`src/hdl/slot_pkg.sv`:
```
/*
  Shared constants for the shift/logic opcode decode and timing block.
  Assumes nothing of its surroundings beyond a single clock domain.
*/
package slot_pkg;

  // Opcode byte patterns; except OP_ESCAPE and the double shifts, matched whole, the low bit is the width bit and is masked off when matching
  localparam logic [7:0] OP_SHIFT_IMM   = 8'hc0;
  localparam logic [7:0] OP_SHIFT_ONE   = 8'hd0;
  localparam logic [7:0] OP_SHIFT_CNT   = 8'hd2;
  localparam logic [7:0] OP_ESCAPE      = 8'h0f;
  localparam logic [7:0] OP_DSL_IMM     = 8'ha4;
  localparam logic [7:0] OP_DSL_CNT     = 8'ha5;
  localparam logic [7:0] OP_DSR_IMM     = 8'hac;
  localparam logic [7:0] OP_DSR_CNT     = 8'had;
  localparam logic [7:0] OP_AND_TO_MEM  = 8'h20;
  localparam logic [7:0] OP_AND_TO_REG  = 8'h22;
  localparam logic [7:0] OP_AND_ACC     = 8'h24;
  localparam logic [7:0] OP_IMM_GROUP   = 8'h80;
  localparam logic [7:0] OP_TEST_RM     = 8'h84;
  localparam logic [7:0] OP_TEST_IMM    = 8'hf6;
  localparam logic [7:0] OP_TEST_ACC    = 8'ha8;

  // Modrm fields
  localparam logic [1:0] MOD_REGISTER   = 2'h3;
  localparam logic [2:0] SEL_CROTL      = 3'h2;
  localparam logic [2:0] SEL_CROTR      = 3'h3;
  localparam logic [2:0] SEL_AND        = 3'h4;
  localparam logic [2:0] SEL_TEST       = 3'h0;

  // Clock counts, register form then memory form
  localparam logic [3:0] CYC_RC_REG     = 4'h9;
  localparam logic [3:0] CYC_RC_MEM     = 4'ha;
  localparam logic [3:0] CYC_SH_REG     = 4'h3;
  localparam logic [3:0] CYC_SH_MEM     = 4'h7;
  localparam logic [3:0] CYC_AND_RM     = 4'h7;
  localparam logic [3:0] CYC_AND_MR     = 4'h6;
  localparam logic [3:0] CYC_AND_I_REG  = 4'h2;
  localparam logic [3:0] CYC_AND_I_MEM  = 4'h7;
  localparam logic [3:0] CYC_ACC        = 4'h2;
  localparam logic [3:0] CYC_TEST_REG   = 4'h2;
  localparam logic [3:0] CYC_TEST_MEM   = 4'h5;
  localparam logic [3:0] CYC_RESET      = 4'h0;

  typedef enum logic [3:0] {
    SLOT_OP_NONE  = 4'h0,
    SLOT_OP_SHIFT = 4'h1,
    SLOT_OP_CROTL = 4'h2,
    SLOT_OP_CROTR = 4'h3,
    SLOT_OP_DSL   = 4'h4,
    SLOT_OP_DSR   = 4'h5,
    SLOT_OP_AND   = 4'h6,
    SLOT_OP_TEST  = 4'h7
  } slot_op_t;

  typedef enum logic [2:0] {
    SLOT_IDLE = 3'b001,
    SLOT_BUSY = 3'b010,
    SLOT_DONE = 3'b100
  } slot_state_t;

endpackage : slot_pkg

```
`src/hdl/slot_dec_if.sv`:
```
/*
  Carrier between the decoder top and its cycle timer.
  Assumes both ends sit on the same clock.
*/
`timescale 1ns/1ps
`default_nettype none
interface slot_dec_if;
  logic       start;
  logic [3:0] cycles;
  logic       busy;
  logic       finish;
  modport ctrl  (output start, output cycles, input busy, input finish);
  modport timer (input start, input cycles, output busy, output finish);
endinterface : slot_dec_if
`default_nettype wire

```
`src/hdl/slot_timer.sv`:
```
/*
  Cycle timer: runs an instruction for a given number of clocks.
  Assumes start only while not busy and a count of at least one.
*/
`timescale 1ns/1ps
`default_nettype none
module slot_timer
  import slot_pkg::*;
(
  input wire logic clk,
  input wire logic nrst,
  slot_dec_if.timer tmr
);
  logic [3:0] cnt_q;
  logic       busy_q;
  logic       fin_q;

  assign tmr.busy   = busy_q;
  assign tmr.finish = fin_q;

  always_ff @(posedge clk or negedge nrst) begin
    if (!nrst) begin
      cnt_q  <= CYC_RESET;
      busy_q <= 1'b0;
      fin_q  <= 1'b0;
    end else begin
      fin_q <= 1'b0;
      if (tmr.start && !busy_q) begin
        cnt_q  <= tmr.cycles - 4'h1;
        busy_q <= (tmr.cycles > 4'h1);
        fin_q  <= (tmr.cycles <= 4'h1);
      end else if (busy_q) begin
        cnt_q <= cnt_q - 4'h1;
        if (cnt_q <= 4'h1) begin
          busy_q <= 1'b0;
          fin_q  <= 1'b1;
        end
      end
    end
  end
endmodule : slot_timer
`default_nettype wire

```
`src/hdl/slot_decoder.sv`:
```
/*
  Decoder and execution timing for rotate-through-carry, immediate-count shifts,
  double shifts, AND and the flags-only AND compare.
  Assumes instruction bytes arrive from the prefetch logic on the same clock,
  one byte per cycle with a valid strobe, and operand size from mode logic.
*/
// Overview of operation
// - Rotate via carry by one, count or immediate: 9 clocks register, 10 memory.
// - Opcode 1100000w, modrm selects operation, 8-bit count; plain shifts 3/7.
// - 0F A4 modrm imm8 is double shift left by immediate, 3/7 clocks.
// - 0F A5 modrm is double shift left by count register, 3/7 clocks.
// - 0F AC modrm imm8 is double shift right by immediate, 3/7 clocks.
// - 0F AD modrm is double shift right by count register, 3/7 clocks.
// - AND register into memory, 0010000w with modrm, takes 2/7 clocks.
// - AND memory into register, 0010001w with modrm, takes 2/6 clocks.
// - 100000sw with modrm middle 100 is AND immediate, 2/7 clocks.
// - 0010010w then immediate is accumulator AND, no modrm, 2 clocks.
// - Flags-only compare ANDs operands, sets flags, writes no result.
// - 1000010w with modrm is flags-only AND, 2 register, 5 memory.
// - 1111011w with modrm middle 000 is flags-only AND immediate, 2/5.
// - 1010100w then immediate is accumulator flags-only AND, 2 clocks.
`timescale 1ns/1ps
`default_nettype none
module slot_decoder
  import slot_pkg::*;
(
  input  wire logic       clk,
  input  wire logic       nrst,
  input  wire logic       byteValid,
  input  wire logic [7:0] byteData,
  input  wire logic       opSize32,
  output logic            byteReady,
  output logic            instStart,
  output logic            instDone,
  output slot_op_t        instOp,
  output logic [2:0]      shiftSel,
  output logic            memOperand,
  output logic [1:0]      operandBytes,
  output logic [1:0]      immBytes,
  output logic            immSignExt,
  output logic            useCountReg,
  output logic            writeBack,
  output logic            accForm,
  output logic            illegal,
  output logic [3:0]      cycleCount
);
  typedef enum logic [5:0] {
    SLOT_F_OP  = 6'b000001,
    SLOT_F_ESC = 6'b000010,
    SLOT_F_MRM = 6'b000100,
    SLOT_F_IMM = 6'b001000,
    SLOT_F_EXE = 6'b010000,
    SLOT_F_WT  = 6'b100000
  } slot_fetch_t;

  slot_fetch_t fst_q;
  slot_op_t    op_q;
  logic [7:0]  opc_q;
  logic        esc_q;
  logic [2:0]  sel_q;
  logic        mem_q;
  logic [1:0]  wid_q;
  logic [1:0]  imm_q;
  logic [1:0]  immLeft_q;
  logic        sx_q;
  logic        cnt_q;
  logic        wb_q;
  logic        acc_q;
  logic        ill_q;
  logic [3:0]  cyc_q;
  logic        rdy_q;
  logic        start_q;
  logic        done_q;
  logic [3:0]  cyc_d;
  logic        mrmImm;
  logic        lastTake;

  slot_dec_if tif ();
  slot_timer u_timer (.clk(clk), .nrst(nrst), .tmr(tif));

  assign tif.start  = start_q;
  assign tif.cycles = cyc_q;
  assign byteReady    = rdy_q;
  assign instStart    = start_q;
  assign instDone     = done_q;
  assign instOp       = op_q;
  assign shiftSel     = sel_q;
  assign memOperand   = mem_q;
  assign operandBytes = wid_q;
  assign immBytes     = imm_q;
  assign immSignExt   = sx_q;
  assign useCountReg  = cnt_q;
  assign writeBack    = wb_q;
  assign accForm      = acc_q;
  assign illegal      = ill_q;
  assign cycleCount   = cyc_q;

  // Operand width code: 0 byte, 1 word, 2 doubleword
  function automatic logic [1:0] widthOf(input logic w, input logic s32);
    widthOf = !w ? 2'h0 : (s32 ? 2'h2 : 2'h1);
  endfunction : widthOf

  // Full-width immediate length in bytes minus one
  function automatic logic [1:0] immLen(input logic [1:0] wd);
    immLen = (wd == 2'h2) ? 2'h3 : wd;
  endfunction : immLen

  // Ready drops with the byte that ends an instruction, so none is offered during execute
  always_comb begin
    mrmImm   = esc_q ? !opc_q[0]
                     : (opc_q[7:1] == OP_SHIFT_IMM[7:1]) || (opc_q[7:2] == OP_IMM_GROUP[7:2])
                       || (opc_q[7:1] == OP_TEST_IMM[7:1]);
    lastTake = byteValid && rdy_q
               && ((fst_q == SLOT_F_MRM && !mrmImm) || (fst_q == SLOT_F_IMM && immLeft_q == 2'h0));
  end

  // Clock count from operation and operand kind; never depends on mode
  always_comb begin
    cyc_d = CYC_RESET;
    case (op_q)
      SLOT_OP_CROTL, SLOT_OP_CROTR: cyc_d = mem_q ? CYC_RC_MEM : CYC_RC_REG;
      SLOT_OP_SHIFT:            cyc_d = mem_q ? CYC_SH_MEM : CYC_SH_REG;
      SLOT_OP_DSL, SLOT_OP_DSR: cyc_d = mem_q ? CYC_SH_MEM : CYC_SH_REG;
      SLOT_OP_AND: begin
        if (acc_q)
          cyc_d = CYC_ACC;
        else if (opc_q[7:2] == OP_IMM_GROUP[7:2])
          cyc_d = mem_q ? CYC_AND_I_MEM : CYC_AND_I_REG;
        else if (opc_q[7:1] == OP_AND_TO_REG[7:1])
          cyc_d = mem_q ? CYC_AND_MR : CYC_AND_I_REG;
        else
          cyc_d = mem_q ? CYC_AND_RM : CYC_AND_I_REG;
      end
      SLOT_OP_TEST: cyc_d = acc_q ? CYC_ACC : (mem_q ? CYC_TEST_MEM : CYC_TEST_REG);
      default:      cyc_d = CYC_RESET;
    endcase
  end

  always_ff @(posedge clk or negedge nrst) begin
    if (!nrst) begin
      fst_q     <= SLOT_F_OP;
      op_q      <= SLOT_OP_NONE;
      opc_q     <= 8'h00;
      esc_q     <= 1'b0;
      sel_q     <= 3'h0;
      mem_q     <= 1'b0;
      wid_q     <= 2'h0;
      imm_q     <= 2'h0;
      immLeft_q <= 2'h0;
      sx_q      <= 1'b0;
      cnt_q     <= 1'b0;
      wb_q      <= 1'b0;
      acc_q     <= 1'b0;
      ill_q     <= 1'b0;
      cyc_q     <= CYC_RESET;
      rdy_q     <= 1'b0;
      start_q   <= 1'b0;
      done_q    <= 1'b0;
    end else begin
      start_q <= 1'b0;
      done_q  <= tif.finish;
      rdy_q   <= (fst_q != SLOT_F_EXE) && (fst_q != SLOT_F_WT) && !lastTake && !tif.busy;
      case (fst_q)
        SLOT_F_OP: begin
          if (byteValid && rdy_q) begin
            opc_q <= byteData;
            esc_q <= 1'b0;
            ill_q <= 1'b0;
            wid_q <= widthOf(byteData[0], opSize32);
            sx_q  <= 1'b0;
            cnt_q <= 1'b0;
            acc_q <= 1'b0;
            mem_q <= 1'b0;
            wb_q  <= 1'b1;
            imm_q <= 2'h0;
            if (byteData == OP_ESCAPE) begin
              fst_q <= SLOT_F_ESC;
            end else if (byteData[7:1] == OP_AND_ACC[7:1]
                         || byteData[7:1] == OP_TEST_ACC[7:1]) begin
              op_q      <= (byteData[7:1] == OP_AND_ACC[7:1]) ? SLOT_OP_AND : SLOT_OP_TEST;
              wb_q      <= (byteData[7:1] == OP_AND_ACC[7:1]);
              acc_q     <= 1'b1;
              imm_q     <= immLen(widthOf(byteData[0], opSize32));
              immLeft_q <= immLen(widthOf(byteData[0], opSize32));
              fst_q     <= SLOT_F_IMM;
            end else if (byteData[7:1] == OP_SHIFT_IMM[7:1]
                         || byteData[7:1] == OP_SHIFT_ONE[7:1]
                         || byteData[7:1] == OP_SHIFT_CNT[7:1]
                         || byteData[7:1] == OP_AND_TO_MEM[7:1]
                         || byteData[7:1] == OP_AND_TO_REG[7:1]
                         || byteData[7:2] == OP_IMM_GROUP[7:2]
                         || byteData[7:1] == OP_TEST_RM[7:1]
                         || byteData[7:1] == OP_TEST_IMM[7:1]) begin
              fst_q <= SLOT_F_MRM;
            end else begin
              ill_q <= 1'b1;
            end
          end
        end
        SLOT_F_ESC: begin
          if (byteValid && rdy_q) begin
            esc_q <= 1'b1;
            opc_q <= byteData;
            wid_q <= widthOf(1'b1, opSize32);
            if (byteData == OP_DSL_IMM || byteData == OP_DSL_CNT
                || byteData == OP_DSR_IMM || byteData == OP_DSR_CNT) begin
              fst_q <= SLOT_F_MRM;
            end else begin
              ill_q <= 1'b1;
              fst_q <= SLOT_F_OP;
            end
          end
        end
        SLOT_F_MRM: begin
          if (byteValid && rdy_q) begin
            mem_q <= (byteData[7:6] != MOD_REGISTER);
            sel_q <= byteData[5:3];
            fst_q <= SLOT_F_EXE;
            if (esc_q) begin
              op_q  <= opc_q[3] ? SLOT_OP_DSR : SLOT_OP_DSL;
              cnt_q <= opc_q[0];
              if (!opc_q[0]) begin
                imm_q     <= 2'h0;
                immLeft_q <= 2'h0;
                fst_q     <= SLOT_F_IMM;
              end
            end else if (opc_q[7:5] == OP_SHIFT_IMM[7:5]) begin
              // Other shift selections are only counted by the generic shift timing
              op_q  <= (byteData[5:3] == SEL_CROTL) ? SLOT_OP_CROTL :
                       (byteData[5:3] == SEL_CROTR) ? SLOT_OP_CROTR : SLOT_OP_SHIFT;
              cnt_q <= (opc_q[7:1] == OP_SHIFT_CNT[7:1]);
              if (opc_q[7:1] == OP_SHIFT_IMM[7:1]) begin
                imm_q     <= 2'h0;
                immLeft_q <= 2'h0;
                fst_q     <= SLOT_F_IMM;
              end
            end else if (opc_q[7:2] == OP_IMM_GROUP[7:2]) begin
              if (byteData[5:3] == SEL_AND) begin
                op_q      <= SLOT_OP_AND;
                sx_q      <= opc_q[1];
                imm_q     <= opc_q[1] ? 2'h0 : immLen(wid_q);
                immLeft_q <= opc_q[1] ? 2'h0 : immLen(wid_q);
                fst_q     <= SLOT_F_IMM;
              end else begin
                ill_q <= 1'b1;
                fst_q <= SLOT_F_OP;
              end
            end else if (opc_q[7:1] == OP_TEST_IMM[7:1]) begin
              if (byteData[5:3] == SEL_TEST) begin
                op_q      <= SLOT_OP_TEST;
                wb_q      <= 1'b0;
                imm_q     <= immLen(wid_q);
                immLeft_q <= immLen(wid_q);
                fst_q     <= SLOT_F_IMM;
              end else begin
                ill_q <= 1'b1;
                fst_q <= SLOT_F_OP;
              end
            end else if (opc_q[7:1] == OP_TEST_RM[7:1]) begin
              op_q <= SLOT_OP_TEST;
              wb_q <= 1'b0;
            end else begin
              op_q <= SLOT_OP_AND;
            end
          end
        end
        SLOT_F_IMM: begin
          if (byteValid && rdy_q) begin
            immLeft_q <= immLeft_q - 2'h1;
            if (immLeft_q == 2'h0)
              fst_q <= SLOT_F_EXE;
          end
        end
        SLOT_F_EXE: begin
          cyc_q   <= cyc_d;
          start_q <= 1'b1;
          fst_q   <= SLOT_F_WT;
        end
        SLOT_F_WT: begin
          if (tif.finish)
            fst_q <= SLOT_F_OP;
        end
        default: fst_q <= SLOT_F_OP;
      endcase
    end
  end
endmodule : slot_decoder
`default_nettype wire

```
`config.mk`:
```
export PLATFORM = sky130hd
export DESIGN_NAME = slot_decoder
export DESIGN_NICKNAME = d
export VERILOG_FILES = /design/src/hdl/slot_pkg.sv /design/src/hdl/slot_dec_if.sv /design/src/hdl/slot_timer.sv /design/src/hdl/slot_decoder.sv
export SDC_FILE = /design/constraint.sdc
export NUM_CORES = 1
export LEC_CHECK = 0
export BUFFER_PORTS_ARGS = -buffer_cell sky130_fd_sc_hd__clkbuf_2
export CAP_MARGIN = 30
export CORE_MARGIN = 2
export CORE_UTILIZATION = 36
export CTS_BUF_LIST = sky130_fd_sc_hd__clkbuf_8
export DETAILED_ROUTE_END_ITERATION = 16
export MAX_ROUTING_LAYER = met4
export PLACE_DENSITY = 0.56
export SLEW_MARGIN = 5
export SYNTH_ARGS = -nofsm -noshare
export SYNTH_HDL_FRONTEND = slang
export SYNTH_SLANG_ARGS = --single-unit
```
`constraint.sdc`:
```
create_clock -name clk -period 2.8 [get_ports clk]
set_input_delay 0.42 -clock clk [delete_from_list [all_inputs] [get_ports clk]]
set_output_delay 0.42 -clock clk [all_outputs]
set_load 0.1 [all_outputs]
```
==> flow_metrics.py, run 1 <==
metrics = {
    "outcome": {
        "status": "finished, final reports clean",
    },
    "layout": {
        "drive_above_1_share": 0.226,
        "area_delta_synth_final_pct": 13.0,
        "fillers": 846,
        "multi_input_area_sq_um": 1650,
        "fin_util": 0.412,
        "n_antenna_cell": 0,
        "seqCellArea_sq_um": 1150,
        "nets": 375,
        "stdcell_count": 464,
    },
    "synthesis": {
        "async_reset_ff_frac": 1.00,
        "synth-edff-count": 0,
        "synth-main-ff-cell": "dfrtp_1",
        "ys_seq_area_frac": 0.391,
        "yosysWarnings": 0,
        "syn_area_sq_um": 2950,
        "syn_area_per_cell_sq_um": 9.13,
        "synth_cell_types": 69,
        "synth_nets": 340,
        "synth_seq_cells": 46,
        "netlist_instances": 323,
    },
    "sta": {
        "hold_viol": 0,
        "finalSetupViolations": 0,
        "grt_setup_unrepaired": "false",
        "slew_viol_final": 0,
        "finalCriticalPeriod_ns": 2.38,
        "relSlewSlack": 0.538,
        "setup_tns_ns": 0,
        "fin_crit_sh": 0.851,
        "clock_skew_ns": 0.0106,
        "fmax_mhz": 420,
        "worst_pin_slew_ns": 0.693,
    },
    "cts": {
        "cts_hold_buf": 0,
        "cts_tree": "built",
        "cts_sinks": 46,
        "ctsLongestPathBuffers": 2,
        "root_buffer": "clkbuf_8",
        "clk_latency_ns": 0.30,
        "cts_setup_buffers": 0,
        "numCtsBuffers": 5,
        "path_clk_slew_ns": 0.09,
        "htree_levels": 2,
        "cts-resized-gates": 0,
    },
    "floorplan": {
        "fp.dieW_microns": 94.5,
        "start_util": 0.364,
        "row_count": 33,
        "fp.dieArea_sq_um": 8930,
        "io_pins": 36,
        "core_area_sq_um": 8090,
        "die_h_microns": 94.5,
    },
    "setup_path": {
        "reg2reg_depth": 5,
        "r2r-start": "fst_q[2]",
        "required_ns": 2.99,
        "arrival_ns": 2.57,
        "reg2reg_slack_ns": 0.42,
        "startpoint_type": "flop",
        "timing_worst_setup_path_type": "flop to flop",
        "endpoint_kind": "flop",
        "path_max_fanout": 13,
        "regToRegEndpoint": "immBytes[0]",
    },
    "placed_design": {
        "place_congestion": 0.900,
        "place_inst": 456,
        "numPortBuffers": 34,
        "post-dp-hpwl_mm": 5.90,
    },
    "drt": {
        "vias": 2684,
        "routed_wl_mm": 7.77,
        "ant_nets": 0,
        "drc": 0,
        "wl_per_cell_microns": 16.7,
        "initialDrtViolationCount": 238,
        "drtPass1Iterations": 5,
        "via_per_inst": 5.78,
    },
    "power": {
        "power_frac_comb": 0.558,
        "p_sw_frac": 0.529,
        "p_per_area_nw_per_um2": 1130,
        "p_int_uw": 1780,
        "ir_worst_vdd_uv": 665,
        "total_switching_power_uw": 2000,
        "p_seq_frac": 0.311,
        "power_uw": 3780,
        "p_leak_uw": 0.00142,
        "p_clk_frac": 0.131,
    },
    "global_route": {
        "grt_pass1_wl_mm": 13.0,
        "grt_use_total": 0.192,
        "grt_pass1_vias": 2473,
        "grt.overflow.total": 0,
        "grt_max_degree": 47,
        "antenna_found_initial": 0,
    },
    "min_path": {
        "hold_class": "input port to asynchronous set/reset pin",
    },
    "run": {
        "cap_violations": 0,
    },
}
==> worst max path at each step <==
stage / startpoint / end / slack (ns) / cells past startpoint
floorplan: fst_q[4] / immBytes[0] / 0.59 / 7
global placement: fst_q[2] / immBytes[0] / 0.50 / 5
detailed placement: fst_q[2] / immBytes[1] / 0.45 / 5
CTS: fst_q[2] / immBytes[0] / 0.43 / 5
global route: fst_q[4] / opc_q[7] / 0.33 / 4
finish: fst_q[2] / immBytes[0] / 0.42 / 5
==> power by group through the flow <==
| stage | clock network [uW] | registers, uW | logic [uW] |
|---|---|---|---|
| global placement | 0 | 1180 | 2090 |
| CTS | 509 | 1170 | 2110 |
| global route | 534 | 1220 | 2270 |
| finish | 497 | 1170 | 2110 |
| detailed placement | 0 | 1180 | 2100 |
| floorplan | 0 | 1770 | 1070 |
==> stage by stage <==
stage	setup slack (ns)	hold WS (ns)	cell area, sq um
2_1_floorplan	0.591	0.124	2950
3_3_place_gp	0.501	0.395	3220
3_5_place_dp	0.455	0.388	3220
4_1_cts	0.433	0.233	3330
5_1_grt	0.326	0.260	3330
6_report	0.416	0.208	3330
==> area by class of cell <==
class | count | area share
clock inverter | 3 | 0.0120
tap | 105 | 0.0394
inverter | 15 | 0.0169
clock buffer | 5 | 0.0207
multi-input combinational | 248 | 0.496
timing repair buffer | 42 | 0.0691
sequential | 46 | 0.346
==> logic make-up (layout without fill, tap and decap cells) <==
kind of cell / after synthesis / after routing / synth area share
buffers and inverters: 29 / 65 / 0.0484
xor gates and xnor gates: 6 / 6 / 0.0178
AOI/OAI and AO/OA: 87 / 87 / 0.199
and+or+nand+nor: 135 / 135 / 0.268
DFF: 46 / 46 / 0.391
other: 1 / 1 / 0.00127
muxes: 14 / 14 / 0.0539
adders and majority gates: 5 / 5 / 0.0212
==> per-layer routing <==
metal	track usage	up-vias	routed length [microns]
met5	-	-	0
met4	0.0423	0	122
met3	0.0303	15	480
met2	0.282	95	3500
met1	0.279	1300	3660
li1	-	1274	-
==> registers in the layout, summed over array words and instances (netlist names), 2 cells and up <==
register / count
immBytes: 2
instOp: 3
opc_q: 8
fst_q: 6
operandBytes: 2
cycleCount: 4
immLeft_q: 2
shiftSel: 3
u_timer.cnt_q: 4
==> placed cells by master (no fill, tap or decap), types with 4 or more instances in the layout <==
cell type  instances
xnor2_1            4
nor2b_1            4
nand3b_1           6
or3b_2             4
mux2_2            11
a21oi_1           12
or3_1              4
a211oi_1           4
nand3_1            9
buf_4              8
ha_1               5
o21ai_0           31
nor4_1             9
nand2_1           27
o22ai_1            7
nor3_1            17
nor2_1            21
clkbuf_2          34
dfrtp_1           45
inv_1             15
clkbuf_8           5
==> synth_stat cells, drive strengths merged (4+ instances only) <==
cell type  instances  area share
dfrtp             45        0.38
o21ai             33       0.059
nand2             28       0.038
nor2              22       0.029
nor3              20       0.041
inv               15       0.019
a21oi             13       0.023
mux2              12       0.047
nor4              10       0.026
buf                9       0.023
nand3              9       0.015
o22ai              7       0.015
or3                7       0.020
nand3b             6       0.015
clkbuf             5      0.0064
ha                 5       0.021
a211oi             4       0.010
nor2b              4      0.0085
or3b               4       0.012
xnor2              4       0.012
==> critical path, stage by stage (launching register included) <==
cell and delay, ns:
dfrtp_1 0.59, or3b_2 0.51, or3_4 0.42, nor4_4 0.24, or3_4 0.18, mux2_2 0.32
Power figures use the tool's default switching activity.
==> run 2: changes to the inputs <==
- clock period: 2.8 -> 2.5 ns (I/O delays scaled with it)
==> run 2 against run 1 <==
Net effect:
- total power up 17%
- critical path depth unchanged
- combinational power increased by 19%
- clock skew grew 0.00055 ns
- clock power is 35% higher
- hold slack worse by 0.15 ns
- via count is 1.6% higher
- register-to-register slack lost 0.25 ns
- count of clock-buffer cells in the layout unchanged
- worst setup slack got worse by 0.25 ns
- final area grew 3.6%
- largest cell class unchanged
==> flow_metrics.py, run 2 (synthesis results as in run 1) <==
metrics = {
    "setup_path": {
        "arrival_ns": 2.52,
        "reg2reg_slack_ns": 0.17,
        "timing_worst_setup_path_type": "flop to flop",
        "path_max_fanout": 9,
        "regToRegEndpoint": "immBytes[0]",
        "startpoint_type": "flop",
        "required_ns": 2.69,
        "endpoint_kind": "flop",
        "critPathLaunch": "fst_q[3]",
        "reg2reg_depth": 5,
        "r2r-start": "fst_q[3]",
    },
    "global_route": {
        "grt_pass1_wl_mm": 13.2,
        "grt_max_degree": 25,
        "grt.overflow.total": 0,
        "antenna_found_initial": 0,
        "grt_pass1_vias": 2522,
        "grt_use_total": 0.196,
    },
    "power": {
        "p_leak_uw": 0.00149,
        "p_per_area_nw_per_um2": 1280,
        "ir_worst_vdd_uv": 705,
    },
    "floorplan": {
        "fp.dieArea_sq_um": 8930,
        "fp.dieW_microns": 94.5,
        "io_pins": 36,
        "core_area_sq_um": 8090,
        "row_count": 33,
        "die_h_microns": 94.5,
        "start_util": 0.364,
    },
    "sta": {
        "relSlewSlack": 0.527,
        "slew_viol_final": 0,
        "layout_setup_ws_ns": 0.166,
        "hold_slack_ns": 0.0573,
        "fin_crit_sh": 0.934,
        "grt_setup_unrepaired": "false",
        "worst_pin_slew_ns": 0.710,
        "finalCriticalPeriod_ns": 2.33,
        "fmax_mhz": 428,
        "hold_viol": 0,
        "setup_tns_ns": 0,
        "clock_skew_ns": 0.0111,
        "finalSetupViolations": 0,
    },
    "layout": {
        "largest_register_ffs": 8,
        "drive_above_1_share": 0.251,
        "stdcell_count": 476,
        "fillers": 848,
        "final_common_cell": "dfrtp_1",
        "area_delta_synth_final_pct": 17.1,
        "nets": 387,
        "fin_area_sq_um": 3450,
        "final_cell_mix": "dfrtp_1, clkbuf_2, o21ai_0, nand2_1, nor2_1",
        "n_antenna_cell": 0,
        "top_register": "opc_q",
        "top_regs": "opc_q: 8 flops, fst_q: 6 flops",
    },
    "placed_design": {
        "place_congestion": 0.892,
        "place_inst": 468,
        "post-dp-hpwl_mm": 6.29,
        "place_worst_setup_slack_ns": 0.192,
        "numPortBuffers": 34,
        "placed_area_sq_um": 3310,
    },
    "run": {
        "cap_violations": 0,
    },
    "cts": {
        "cts_tree": "built",
        "cts-resized-gates": 0,
        "cts_hold_buf": 0,
        "cts_sinks": 46,
        "root_buffer": "clkbuf_8",
        "ctsLongestPathBuffers": 2,
        "numCtsBuffers": 5,
        "cts_setup_buffers": 0,
        "path_clk_slew_ns": 0.10,
        "htree_levels": 2,
        "clk_latency_ns": 0.31,
    },
    "drt": {
        "via_per_inst": 5.73,
        "ant_nets": 0,
        "drtPass1Iterations": 5,
        "vias": 2727,
        "initialDrtViolationCount": 192,
        "wl_per_cell_microns": 16.9,
        "routed_wl_mm": 8.06,
        "drc": 0,
    },
    "min_path": {
        "hold_class": "input port to asynchronous set/reset pin",
    },
    "outcome": {
        "status": "finished, final reports clean",
    },
}
-- run 2: changes by cell type in the layout (fill, tap and decap cells not counted), sizes merged --
cell	previous run	this run
bufinv	1	2
buf	8	20
clkinv	2	1
-- run 2: stage by stage --
step	power, uW	utilization
detailed placement	3760	0.409
global route	4730	0.426
CTS	4440	0.426
finish	4420	0.426
global placement	3740	0.409
floorplan	3190	-
-- run 2: cell type report --
type	instances	area, sq um	share of cell area
Multi-Input combinational cell	248	1650	0.479
Sequential cell	46	1150	0.334
Timing Repair Buffer	54	320	0.0928
Tap cell	105	131	0.0381
Clock buffer	5	68.8	0.0199
Clock inverter	3	68.8	0.0199
Inverter	15	56.3	0.0163
-- run 2: worst max-delay path by stage --
stage                   to  cells past startpoint  slack (ns)
3_5_place_dp   immBytes[0]                      5        0.19
6_report       immBytes[0]                      5        0.17
3_3_place_gp   immBytes[1]                      5        0.24
5_1_grt        immBytes[0]                      5        0.07
2_1_floorplan  immBytes[0]                      7        0.29
4_1_cts        immBytes[0]                      5        0.18
-- run 2: layer usage --
layer  wire (microns)  share of wire  GRT usage  vias up
met5                0              0          -        -
met4               72         0.0089     0.0326        0
met3              409          0.051     0.0351       10
met2             3760           0.47      0.302       96
met1             3820           0.47      0.275     1316
li1                 -              -          -     1305
-- run 2: worst max-delay path, cell delays in order (launching register included) --
cell     delay (ns)
dfrtp_1        0.45
or3_1          0.55
or3_4          0.48
nor4_4         0.24
or3_4          0.18
mux2_2         0.32
-- run 2: report_power, final --
| part | switching (uW) | internal (uW) | total [uW] |
|---|---|---|---|
| Sequential | 248 | 997 | 1250 |
| Combinational | 1740 | 767 | 2510 |
| Clock | 268 | 401 | 669 |
| Total | 2260 | 2160 | 4420 |
